--- src/rtl/status_event_pkg.sv ---
// Constants, register map and state type for the status, fault-log and event block
`default_nettype none
package status_event_pkg;
  // Register offsets
  localparam logic [7:0] ADDR_STATUS_LOW = 8'h02;
  localparam logic [7:0] ADDR_STATUS_HIGH = 8'h03;
  localparam logic [7:0] ADDR_CUR_LIMIT = 8'h04;
  localparam logic [7:0] ADDR_FAULT_LOG = 8'h05;
  localparam logic [7:0] ADDR_EVENT_ONE = 8'h06;
  localparam logic [7:0] ADDR_EVENT_TWO = 8'h07;
  localparam logic [7:0] ADDR_EVENT_THREE = 8'h08;
  localparam logic [7:0] ADDR_EVENT_FOUR = 8'h09;
  localparam logic [7:0] ADDR_MASK_ONE = 8'h0a;
  // Fault log fields
  localparam int FL_ID_WAIT = 7;
  localparam int FL_SHUTDOWN = 6;
  localparam int FL_KEY_RESET = 5;
  localparam int FL_OVERTEMP = 4;
  localparam int FL_UV_START = 3;
  localparam int FL_UV_OTHER = 2;
  localparam int FL_POR = 1;
  localparam int FL_WATCHDOG = 0;
  // Event group one fields
  localparam int EA_ALL = 7;
  localparam int EA_TWO_THREE = 6;
  localparam int EA_TWO = 5;
  localparam int EA_SEQ = 4;
  localparam int EA_ADC = 3;
  localparam int EA_TICK = 2;
  localparam int EA_ALARM = 1;
  localparam int EA_KEY = 0;
  // Event group two fields
  localparam int EB_VDD_WARN = 7;
  localparam int EB_VDD_MON = 6;
  localparam int EB_RAMP = 5;
  localparam int EB_REG_MON = 4;
  localparam int EB_OVERCURRENT = 3;
  localparam int EB_COMP = 2;
  localparam int EB_TEMP = 1;
  localparam int EB_WAKE = 0;
  // Current-limit flags occupy bits 7 down to this one
  localparam int CL_LSB = 3;
  // Reset values
  localparam logic [7:0] FAULT_LOG_RESET = 8'h02;
  localparam logic [7:0] MASK_RESET = 8'h00;
  // Timing
  localparam longint CLK_PERIOD_NS = 100;
  localparam longint OVERCURRENT_TIME_MS = 10;
  localparam longint UV_START_WINDOW_S = 16;
  localparam int unsigned OVERCURRENT_CYCLES =
    int'(OVERCURRENT_TIME_MS * 64'd1000000 / CLK_PERIOD_NS);
  localparam int unsigned UV_START_CYCLES =
    int'(UV_START_WINDOW_S * 64'd1000000000 / CLK_PERIOD_NS);
  localparam int OC_CNT_W = 17;
  localparam int UV_CNT_W = 28;

  typedef struct packed {
    logic [3:0][7:0] ev;
    logic [3:0][7:0] defer;
    logic [3:0][7:0] mask;
    logic [7:0] fault_log;
    logic [15:0] level_prev;
    logic key_prev;
    logic comp_prev;
    logic primed;
    logic [OC_CNT_W-1:0] oc_cnt;
    logic [UV_CNT_W-1:0] uv_cnt;
    logic [7:0] rdata;
    logic rvalid;
    logic irq_n;
  } state_s;

  localparam state_s STATE_RESET = '{
    ev: '0, defer: '0, mask: {4{MASK_RESET}}, fault_log: FAULT_LOG_RESET,
    level_prev: '0, key_prev: 1'b1, comp_prev: 1'b0, primed: 1'b0,
    oc_cnt: '0, uv_cnt: '0, rdata: 8'h00, rvalid: 1'b0, irq_n: 1'b1};
endpackage : status_event_pkg
`default_nettype wire

--- src/rtl/status_fault_event_irq.sv ---
// Status, power-down cause log, event latching and host interrupt generation
`default_nettype none

// Overview of operation
// - Status-low bits 1:0 show general inputs, or ADC high-threshold flag when ADC owns pin.
// - Current-limit bits 7:3 follow regulator over-current flags live; bits 2:0 read zero.
// - Fault log bit 7 on identification wait timeout, bit 6 on external shutdown.
// - Fault log bit 5 on long key press reset, bit 4 on over-temperature.
// - Under-voltage sets bit 3 before or within 16 s of active, else bit 2.
// - Fault log bit 1 on start from unpowered or delivery, bit 0 on watchdog.
// - Host clears fault and event bits by writing ones back; zeros leave bits.
// - Any change of a monitored status signal sets its event bit.
// - Interrupt output low while any unmasked event bit is set.
// - Interrupt held inactive during power-up; pending unmasked events assert it once power-up ends.
// - Event registers readable by auto-increment or repeated-address multi-byte reads.
// - Events arriving during a clearing write are deferred one cycle, never lost.
// - Group one bit 5 ORs group two, bit 6 groups two and three, bit 7 groups two to four.
// - Group one bit 4 on sequencer done, bit 3 on ADC result ready.
// - Group one bit 2 latches on each clock tick indication.
// - Group one bit 1 on clock alarm, bit 0 on power key event.
// - Group two bit 7 latches when supply falls below upper warning threshold.
// - Group two bit 5 latches when all dynamic voltage ramps finish.
// - Group two bit 4 on regulator out of range or new measurement, per select.
// - Group two bit 3 only once over-current has persisted for 10 ms.
// - Group two bit 2 latches on low comparator output activity.
// - Interrupt released only after every register with unmasked set events is written back.
// - Each event bit has a read-write mask bit that blocks its interrupt.
module status_fault_event_irq
  import status_event_pkg::*;
#(
  parameter int unsigned OVERCURRENT_LIMIT = OVERCURRENT_CYCLES,
  parameter int unsigned UV_WINDOW = UV_START_CYCLES
) (
  // Clock and reset
  input wire logic clk,
  input wire logic rst_n,
  // Register access from the serial control interface
  input wire logic [7:0] reg_addr,
  input wire logic reg_wr,
  input wire logic [7:0] reg_wdata,
  input wire logic reg_rd,
  output logic [7:0] reg_rdata,
  output logic reg_rvalid,
  // Monitored levels
  input wire logic [15:0] general_input_pin,
  input wire logic [1:0] analog_input_select,
  input wire logic [1:0] analog_input_high,
  input wire logic [4:0] regulator_overcurrent,
  input wire logic power_key_n,
  input wire logic low_comparator_level,
  input wire logic active_mode,
  input wire logic powerup_active,
  input wire logic monitor_select,
  // Event pulses
  input wire logic sequencer_done_event,
  input wire logic adc_result_ready,
  input wire logic rtc_tick,
  input wire logic rtc_alarm,
  input wire logic supply_warn_fall,
  input wire logic supply_monitor_event,
  input wire logic ramp_done_event,
  input wire logic regulator_out_of_range,
  input wire logic regulator_new_measurement,
  input wire logic overtemp_event,
  input wire logic wake_rise,
  // Power-down cause pulses
  input wire logic cause_id_wait,
  input wire logic external_shutdown_cause,
  input wire logic cause_key_reset,
  input wire logic junction_overtemp_cause,
  input wire logic cause_undervoltage,
  input wire logic cause_delivery_start,
  input wire logic watchdog_violation_flag,
  // Host interrupt
  output logic host_interrupt_out_n
);

  localparam logic [OC_CNT_W-1:0] OC_LAST = OC_CNT_W'(OVERCURRENT_LIMIT - 1);
  localparam logic [UV_CNT_W-1:0] UV_END = UV_CNT_W'(UV_WINDOW);

  state_s st;
  state_s next_st;
  logic [7:0] status_low;
  logic [15:0] levels;
  logic any_limit;
  logic oc_fire;
  logic in_window;
  logic [3:0][7:0] new_ev;
  logic [7:0] fault_set;
  logic [2:0] summary;

  function automatic logic [7:0] group_addr(input logic [7:0] base, input int k);
    group_addr = 8'(base + 8'(k));
  endfunction : group_addr

  ////////////////////////////////////////////////////////////////////////////////
  // Live status and event sources

  always_comb begin
    status_low[7:2] = general_input_pin[7:2];
    for (int i = 0; i < 2; i++) begin
      status_low[i] = analog_input_select[i] ? analog_input_high[i]
                                             : general_input_pin[i];
    end
    levels = {general_input_pin[15:8], status_low};
    any_limit = |regulator_overcurrent;
    oc_fire = any_limit && (st.oc_cnt == OC_LAST);
    in_window = !active_mode || (st.uv_cnt != UV_END);
    summary[0] = |st.ev[1];
    summary[1] = summary[0] | (|st.ev[2]);
    summary[2] = summary[1] | (|st.ev[3]);
    new_ev = '0;
    new_ev[0][EA_SEQ] = sequencer_done_event;
    new_ev[0][EA_ADC] = adc_result_ready;
    new_ev[0][EA_TICK] = rtc_tick;
    new_ev[0][EA_ALARM] = rtc_alarm;
    new_ev[0][EA_KEY] = st.primed && (power_key_n != st.key_prev);
    new_ev[1][EB_VDD_WARN] = supply_warn_fall;
    new_ev[1][EB_VDD_MON] = supply_monitor_event;
    new_ev[1][EB_RAMP] = ramp_done_event;
    new_ev[1][EB_REG_MON] = monitor_select ? regulator_new_measurement
                                           : regulator_out_of_range;
    new_ev[1][EB_OVERCURRENT] = oc_fire;
    new_ev[1][EB_COMP] = st.primed && (low_comparator_level != st.comp_prev);
    new_ev[1][EB_TEMP] = overtemp_event;
    new_ev[1][EB_WAKE] = wake_rise;
    // First cycle after reset only samples, so idle-high pins raise nothing
    if (st.primed) begin
      new_ev[2] = levels[7:0] ^ st.level_prev[7:0];
      new_ev[3] = levels[15:8] ^ st.level_prev[15:8];
    end
    fault_set = '0;
    fault_set[FL_ID_WAIT] = cause_id_wait;
    fault_set[FL_SHUTDOWN] = external_shutdown_cause;
    fault_set[FL_KEY_RESET] = cause_key_reset;
    fault_set[FL_OVERTEMP] = junction_overtemp_cause;
    fault_set[FL_UV_START] = cause_undervoltage && in_window;
    fault_set[FL_UV_OTHER] = cause_undervoltage && !in_window;
    fault_set[FL_POR] = cause_delivery_start;
    fault_set[FL_WATCHDOG] = watchdog_violation_flag;
  end

  ////////////////////////////////////////////////////////////////////////////////
  // Next state

  always_comb begin
    next_st = st;
    for (int k = 0; k < 4; k++) begin
      if (reg_wr && reg_addr == group_addr(ADDR_EVENT_ONE, k)) begin
        // Fresh events wait one cycle so the write cannot swallow them
        next_st.ev[k] = (st.ev[k] & ~reg_wdata) | st.defer[k];
        next_st.defer[k] = new_ev[k];
      end else begin
        next_st.ev[k] = st.ev[k] | new_ev[k] | st.defer[k];
        next_st.defer[k] = 8'h00;
      end
      if (reg_wr && reg_addr == group_addr(ADDR_MASK_ONE, k)) begin
        next_st.mask[k] = reg_wdata;
      end
    end
    next_st.ev[0][EA_ALL:EA_TWO] = 3'h0;
    next_st.fault_log = st.fault_log | fault_set;
    if (reg_wr && reg_addr == ADDR_FAULT_LOG) begin
      next_st.fault_log = (st.fault_log & ~reg_wdata) | fault_set;
    end
    next_st.level_prev = levels;
    next_st.key_prev = power_key_n;
    next_st.comp_prev = low_comparator_level;
    next_st.primed = 1'b1;
    if (!any_limit) begin
      next_st.oc_cnt = '0;
    end else if (st.oc_cnt != OC_LAST + 1'b1) begin
      next_st.oc_cnt = st.oc_cnt + 1'b1;
    end
    if (!active_mode) begin
      next_st.uv_cnt = '0;
    end else if (st.uv_cnt != UV_END) begin
      next_st.uv_cnt = st.uv_cnt + 1'b1;
    end
    // Reads have no side effect, so bursts and repeats see the same data
    next_st.rvalid = reg_rd;
    if (reg_rd) begin
      unique case (reg_addr)
        ADDR_STATUS_LOW: next_st.rdata = status_low;
        ADDR_STATUS_HIGH: next_st.rdata = general_input_pin[15:8];
        ADDR_CUR_LIMIT: next_st.rdata = {regulator_overcurrent, 3'h0};
        ADDR_FAULT_LOG: next_st.rdata = st.fault_log;
        ADDR_EVENT_ONE: next_st.rdata = {summary[2], summary[1], summary[0],
                                         st.ev[0][EA_SEQ:EA_KEY]};
        ADDR_EVENT_TWO: next_st.rdata = st.ev[1];
        ADDR_EVENT_THREE: next_st.rdata = st.ev[2];
        ADDR_EVENT_FOUR: next_st.rdata = st.ev[3];
        group_addr(ADDR_MASK_ONE, 0): next_st.rdata = st.mask[0];
        group_addr(ADDR_MASK_ONE, 1): next_st.rdata = st.mask[1];
        group_addr(ADDR_MASK_ONE, 2): next_st.rdata = st.mask[2];
        group_addr(ADDR_MASK_ONE, 3): next_st.rdata = st.mask[3];
        default: next_st.rdata = 8'h00;
      endcase
    end
    // Outside power-up, stays low until every group with pending unmasked bits is written back
    next_st.irq_n = powerup_active || !(|(st.ev & ~st.mask));
  end

  always_ff @(posedge clk or negedge rst_n) begin
    if (!rst_n) begin
      st <= STATE_RESET;
    end else begin
      st <= next_st;
    end
  end

  assign reg_rdata = st.rdata;
  assign reg_rvalid = st.rvalid;
  assign host_interrupt_out_n = st.irq_n;
endmodule : status_fault_event_irq
`default_nettype wire

--- config.mk ---
export PLATFORM = sky130hd
export DESIGN_NAME = status_fault_event_irq
export DESIGN_NICKNAME = d
export VERILOG_FILES = /design/src/rtl/status_event_pkg.sv /design/src/rtl/status_fault_event_irq.sv
export SDC_FILE = /design/constraint.sdc
export NUM_CORES = 1
export LEC_CHECK = 0
export BUFFER_PORTS_ARGS = -buffer_cell sky130_fd_sc_hd__buf_4
export CAP_MARGIN = 0
export CORE_UTILIZATION = 50
export CTS_CLUSTER_SIZE = 25
export DETAILED_ROUTE_END_ITERATION = 10
export PLACE_DENSITY = 0.69
export SLEW_MARGIN = 10
export SYNTH_ARGS = -nofsm -noshare
export SYNTH_HDL_FRONTEND = slang
export SYNTH_SLANG_ARGS = --single-unit
--- constraint.sdc ---
create_clock -name clk -period 3.9 [get_ports clk]
set_input_delay 0.585 -clock clk [delete_from_list [all_inputs] [get_ports clk]]
set_output_delay 0.585 -clock clk [all_outputs]
set_load 0.02 [all_outputs]
# Word level (Yosys, flattened, before mapping)

Index checks and enable logic that the tools add are counted.
W data, S select, Z words.

Bits in registers: 172
Input port bits: 68
Output and inout bits: 10
Word-level logic and storage cells: 111

$add $sub $neg: 2
Equality and inequality tests: 19
Muxes and demuxes: 18
Bitwise logic cells: 26
Reduce and logical (&&, ||, !) cells: 24

Operator list:

| cell                    | count |
|---|---|
| $pmux W8 S12            | 1 |
| $or A8 B8 Y8            | 11 |
| $mux W28                | 2 |
| $mux W8                 | 7 |
| $eq A8 B4 Y1 const B    | 6 |
| $mux W17                | 2 |
| $and A32 B32 Y32        | 1 |
| $and A8 B8 Y8           | 4 |
| $eq A8 B3 Y1 const B    | 4 |
| $not A32 Y32            | 1 |
| $reduce_or A32 Y1       | 1 |
| $add A28 B1 Y28 const B | 1 |
| $ne A28 B28 Y1 const B  | 1 |
| $reduce_or A8 Y1        | 3 |
| $add A17 B1 Y17 const B | 1 |
| $eq A17 B17 Y1 const B  | 1 |
| $ne A17 B17 Y1 const B  | 1 |
| $eq A8 B2 Y1 const B    | 2 |
| $mux W16                | 1 |
| $xor A8 B8 Y8           | 2 |
| $or A5 B5 Y5            | 3 |
| $logic_and A1 B1 Y1     | 14 |
| $mux W5                 | 2 |
| $not A8 Y8              | 1 |
| other kinds (8)         | 16 |

# Longest topological paths before layout

Depth in word-level cells: 6
Gate-level depth with buffers: 8
Depth with buffers taken out: 7

# Worst setup path before layout

Ideal clock, no wire load.

Path type: input to register
Start point: in reg_addr[5]
End point: reg st[101] (netlist bit)
Library setup time: 125 ps
Arrival: 1964 ps
Data required time: 3775 ps
Setup slack: 1811 ps
Stages: 4
Buffers on the path: 0
Path through: or4_4 -> nor3_4 -> nand4_4 -> mux2_4

Word-level cells in the longest chain between the ends: 2

RTL lines:

| what                 | line                          | RTL |
|---|---|---|
| from (decl)          | status_fault_event_irq.sv:38  | `input wire logic [7:0] reg_addr,` |
| $eq A8 B4 Y1         | status_fault_event_irq.sv:157 | `if (reg_wr && reg_addr == group_addr(ADDR_MASK_ONE, k)) begin` |
| $logic_and A1 B1 Y1  | status_fault_event_irq.sv:157 |  |
| to (signal assigned) | status_fault_event_irq.sv:208 | `st <= next_st;` |
| to (decl)            | status_fault_event_irq.sv:81  | `state_s st;` |

No other way between the ends.
A chain may end at the register's enable or synchronous reset.

==> results.yml <==
synthesis:
  ys_seq_area_share_pct: 49.6
  synth_edf_count: 0
  netlist_instances: 861
  avgSynthCellArea_um2: 10.1
  ys_seq_elements: 172
  synth_nets: 933
  ys.flop_type: "dfrtp_1"
  synth_cell_types: 77
  async_flop_share_pct: 100
  synth_warnings: 0
  syn_area_um2: 8680
cts:
  ctsHoldBuffers: 0
  cts_tree: "built"
  clk_pin_slew_ps: 70
  clock_latency_ps: 430
  cts_root_buf: "clkbuf_16"
  cts_max_level: 4
  cts_resized: 0
  clockBufferDepth: 2
  cts_sinks: 172
  cts_buffers: 17
  cts_setup_buffers: 0
critical_path:
  worst_setup_path_end_kind: "register"
  required_ps: 4210
  r2r.worst_path.cells: 5
  crit_start: "reg_addr[5]"
  rrSetupSlack_ps: 1820
  reg2reg_to: "host_interrupt_out_n$_DFF_PN1_"
  setup.worst_path.start_class: "primary input"
  path_max_fanout: 23
  arrival_ps: 2560
  r2r_start: "st[174]$_DFF_PN0_"
  crit_type: "in -> reg"
sta:
  post-route-min-period_ps: 2250
  slew_viol_final: 0
  period_share_pct: 57.6
  hold_viol: 0
  tns_ps: 0
  slew_headroom_pct: 37.2
  rsz0062_at_grt: "no"
  tightestPinTransition_ps: 938
  fmax_mhz: 445
  setup_viol: 0
  fin_worst_skew_ps: 7.30
power_and_ir_drop:
  power.density_nw_per_um2: 404
  finalPower_mw: 4.03
  power.leakage_nw: 4.40
  ir_drop_mv: 0.299
place:
  numPortBuffers: 77
  dp_hpwl_um: 16100
  gp_congestion: 0.970
  placed_cell_area_um2: 9370
  post-place-cells: 1121
hold_path:
  min_path_type: "in -> async"
floorplanning:
  die_y_um: 134
  die-area_um2: 17900
  die-width_um: 134
  ioPinCount: 78
  core-area_um2: 16800
  start_util_pct: 51.8
  row_count: 47
finish:
  stdcell_area_um2: 9960
  final_cells: 1153
  syn_to_final_growth_pct: 14.7
  drive_gt1_share_pct: 19.7
  n_antenna_cell: 0
  fin_util_pct: 59.4
  fillers: 1494
  layout_common_cells: "169 x dfrtp_1, 93 x nand2_1, 83 x buf_4"
  fin_nets: 992
  mostFrequentLayoutCell: "dfrtp_1"
global_routing:
  grt_pass1_wl_um: 36400
  grt_usage_pct: 26.8
  grt_antenna_before_repair: 0
  grt-ovfl-total: 0
  grt.busiest_layer: "met2"
  use_met3_pct: 5.37
  grt_max_degree: 72
  grt_pass1_vias: 6627
  grt_use_met1_pct: 37.3
  use_met2_pct: 41.4
routing:
  wl_per_cell_um: 19.8
  drt-initial-drc-count: 569
  wirelength_um: 22800
  ant_nets: 0
  vias_per_cell: 5.86
  drc: 0
  drt_first_pass_iters: 5
  vias: 6758
job:
  drv_cap: 0
status:
  status: "finished clean"
[cell type report]
cell class	instances	area (um2)	share of cell area, %
well taps	220	275	2.76
multi-input cells	603	3980	40.0
clock inverters	14	148	1.48
inverters	41	154	1.55
clock buffers	18	439	4.41
flip-flops and latches	172	4310	43.3
repair buffers	85	654	6.57
[metal layers]
layer	vias up	wire length, um
met2	257	10400
li1	3125	-
met5	-	0
met3	58	1460
met1	3318	10100
met4	0	773
[Yosys cell counts, types with 7 or more instances]
cell	n	area, um2
nand2_1	93	349
buf_2	15	75.1
o21ai_1	8	40.0
nand4_1	23	144
o21ai_0	31	155
and2_1	35	219
xnor2_1	25	219
o22ai_1	14	87.6
a21oi_1	26	130
a21o_1	20	150
a22oi_1	10	75.1
clkbuf_1	14	52.6
nand3_1	30	150
nor4_1	8	50.1
mux2i_1	13	130
a31oi_1	11	68.8
nand2b_1	12	75.1
inv_1	40	150
mux2_2	24	270
dfrtp_1	169	4230
and3_1	8	50.1
xor2_1	29	254
mux2_4	8	120
or3_1	7	43.8
nor2b_1	10	62.6
nor2_1	57	214
buf_4	12	90.1
[flip-flops by register name (all words and copies together), names as in the netlist]
name and flops:
st 162, reg_rdata 8, host_interrupt_out_n 1, reg_rvalid 1
[worst max path at each step]
stage / to / slack (ps) / cells after the start
final: st[147]$_DFF_PN0_ / 1650 / 7
after global routing: st[146]$_DFF_PN0_ / 1600 / 7
after global placement: st[150]$_DFF_PN0_ / 1290 / 7
after floorplan: st[101]$_DFFE_PN0P_ / 1810 / 4
after CTS: st[76]$_DFF_PN0_ / 1730 / 7
after detailed placement: st[76]$_DFF_PN0_ / 1280 / 7
[cells by family after synthesis]
family,count (synthesis),share of synthesized area (%)
flops,172,49.6
fa+ha+maj,4,0.576
compound gates,155,11.6
xor+xnor,54,5.45
mux,47,6.51
other cells,1,0.0432
simple gates,342,21.6
buf+inv,86,4.65
[per-stage QoR]
stage	worst slack, ps	hold WS [ps]
2_1_floorplan	1810	289
3_3_place_gp	1290	407
3_5_place_dp	1280	412
4_1_cts	1730	183
5_1_grt	1600	208
6_report	1650	160
[report_power, final]
part           switching, mW  internal [mW]
combinational          0.225          0.170
clock                  0.800          0.870
sequential            0.0948           1.87
[critical path: stages]
cell     delay [ps]
buf_4           120
nor4_4          260
buf_4           310
nand2_1         240
nor2_1          590
a21oi_1         150
or2_2           290
(Power assumes the default switching activity.)
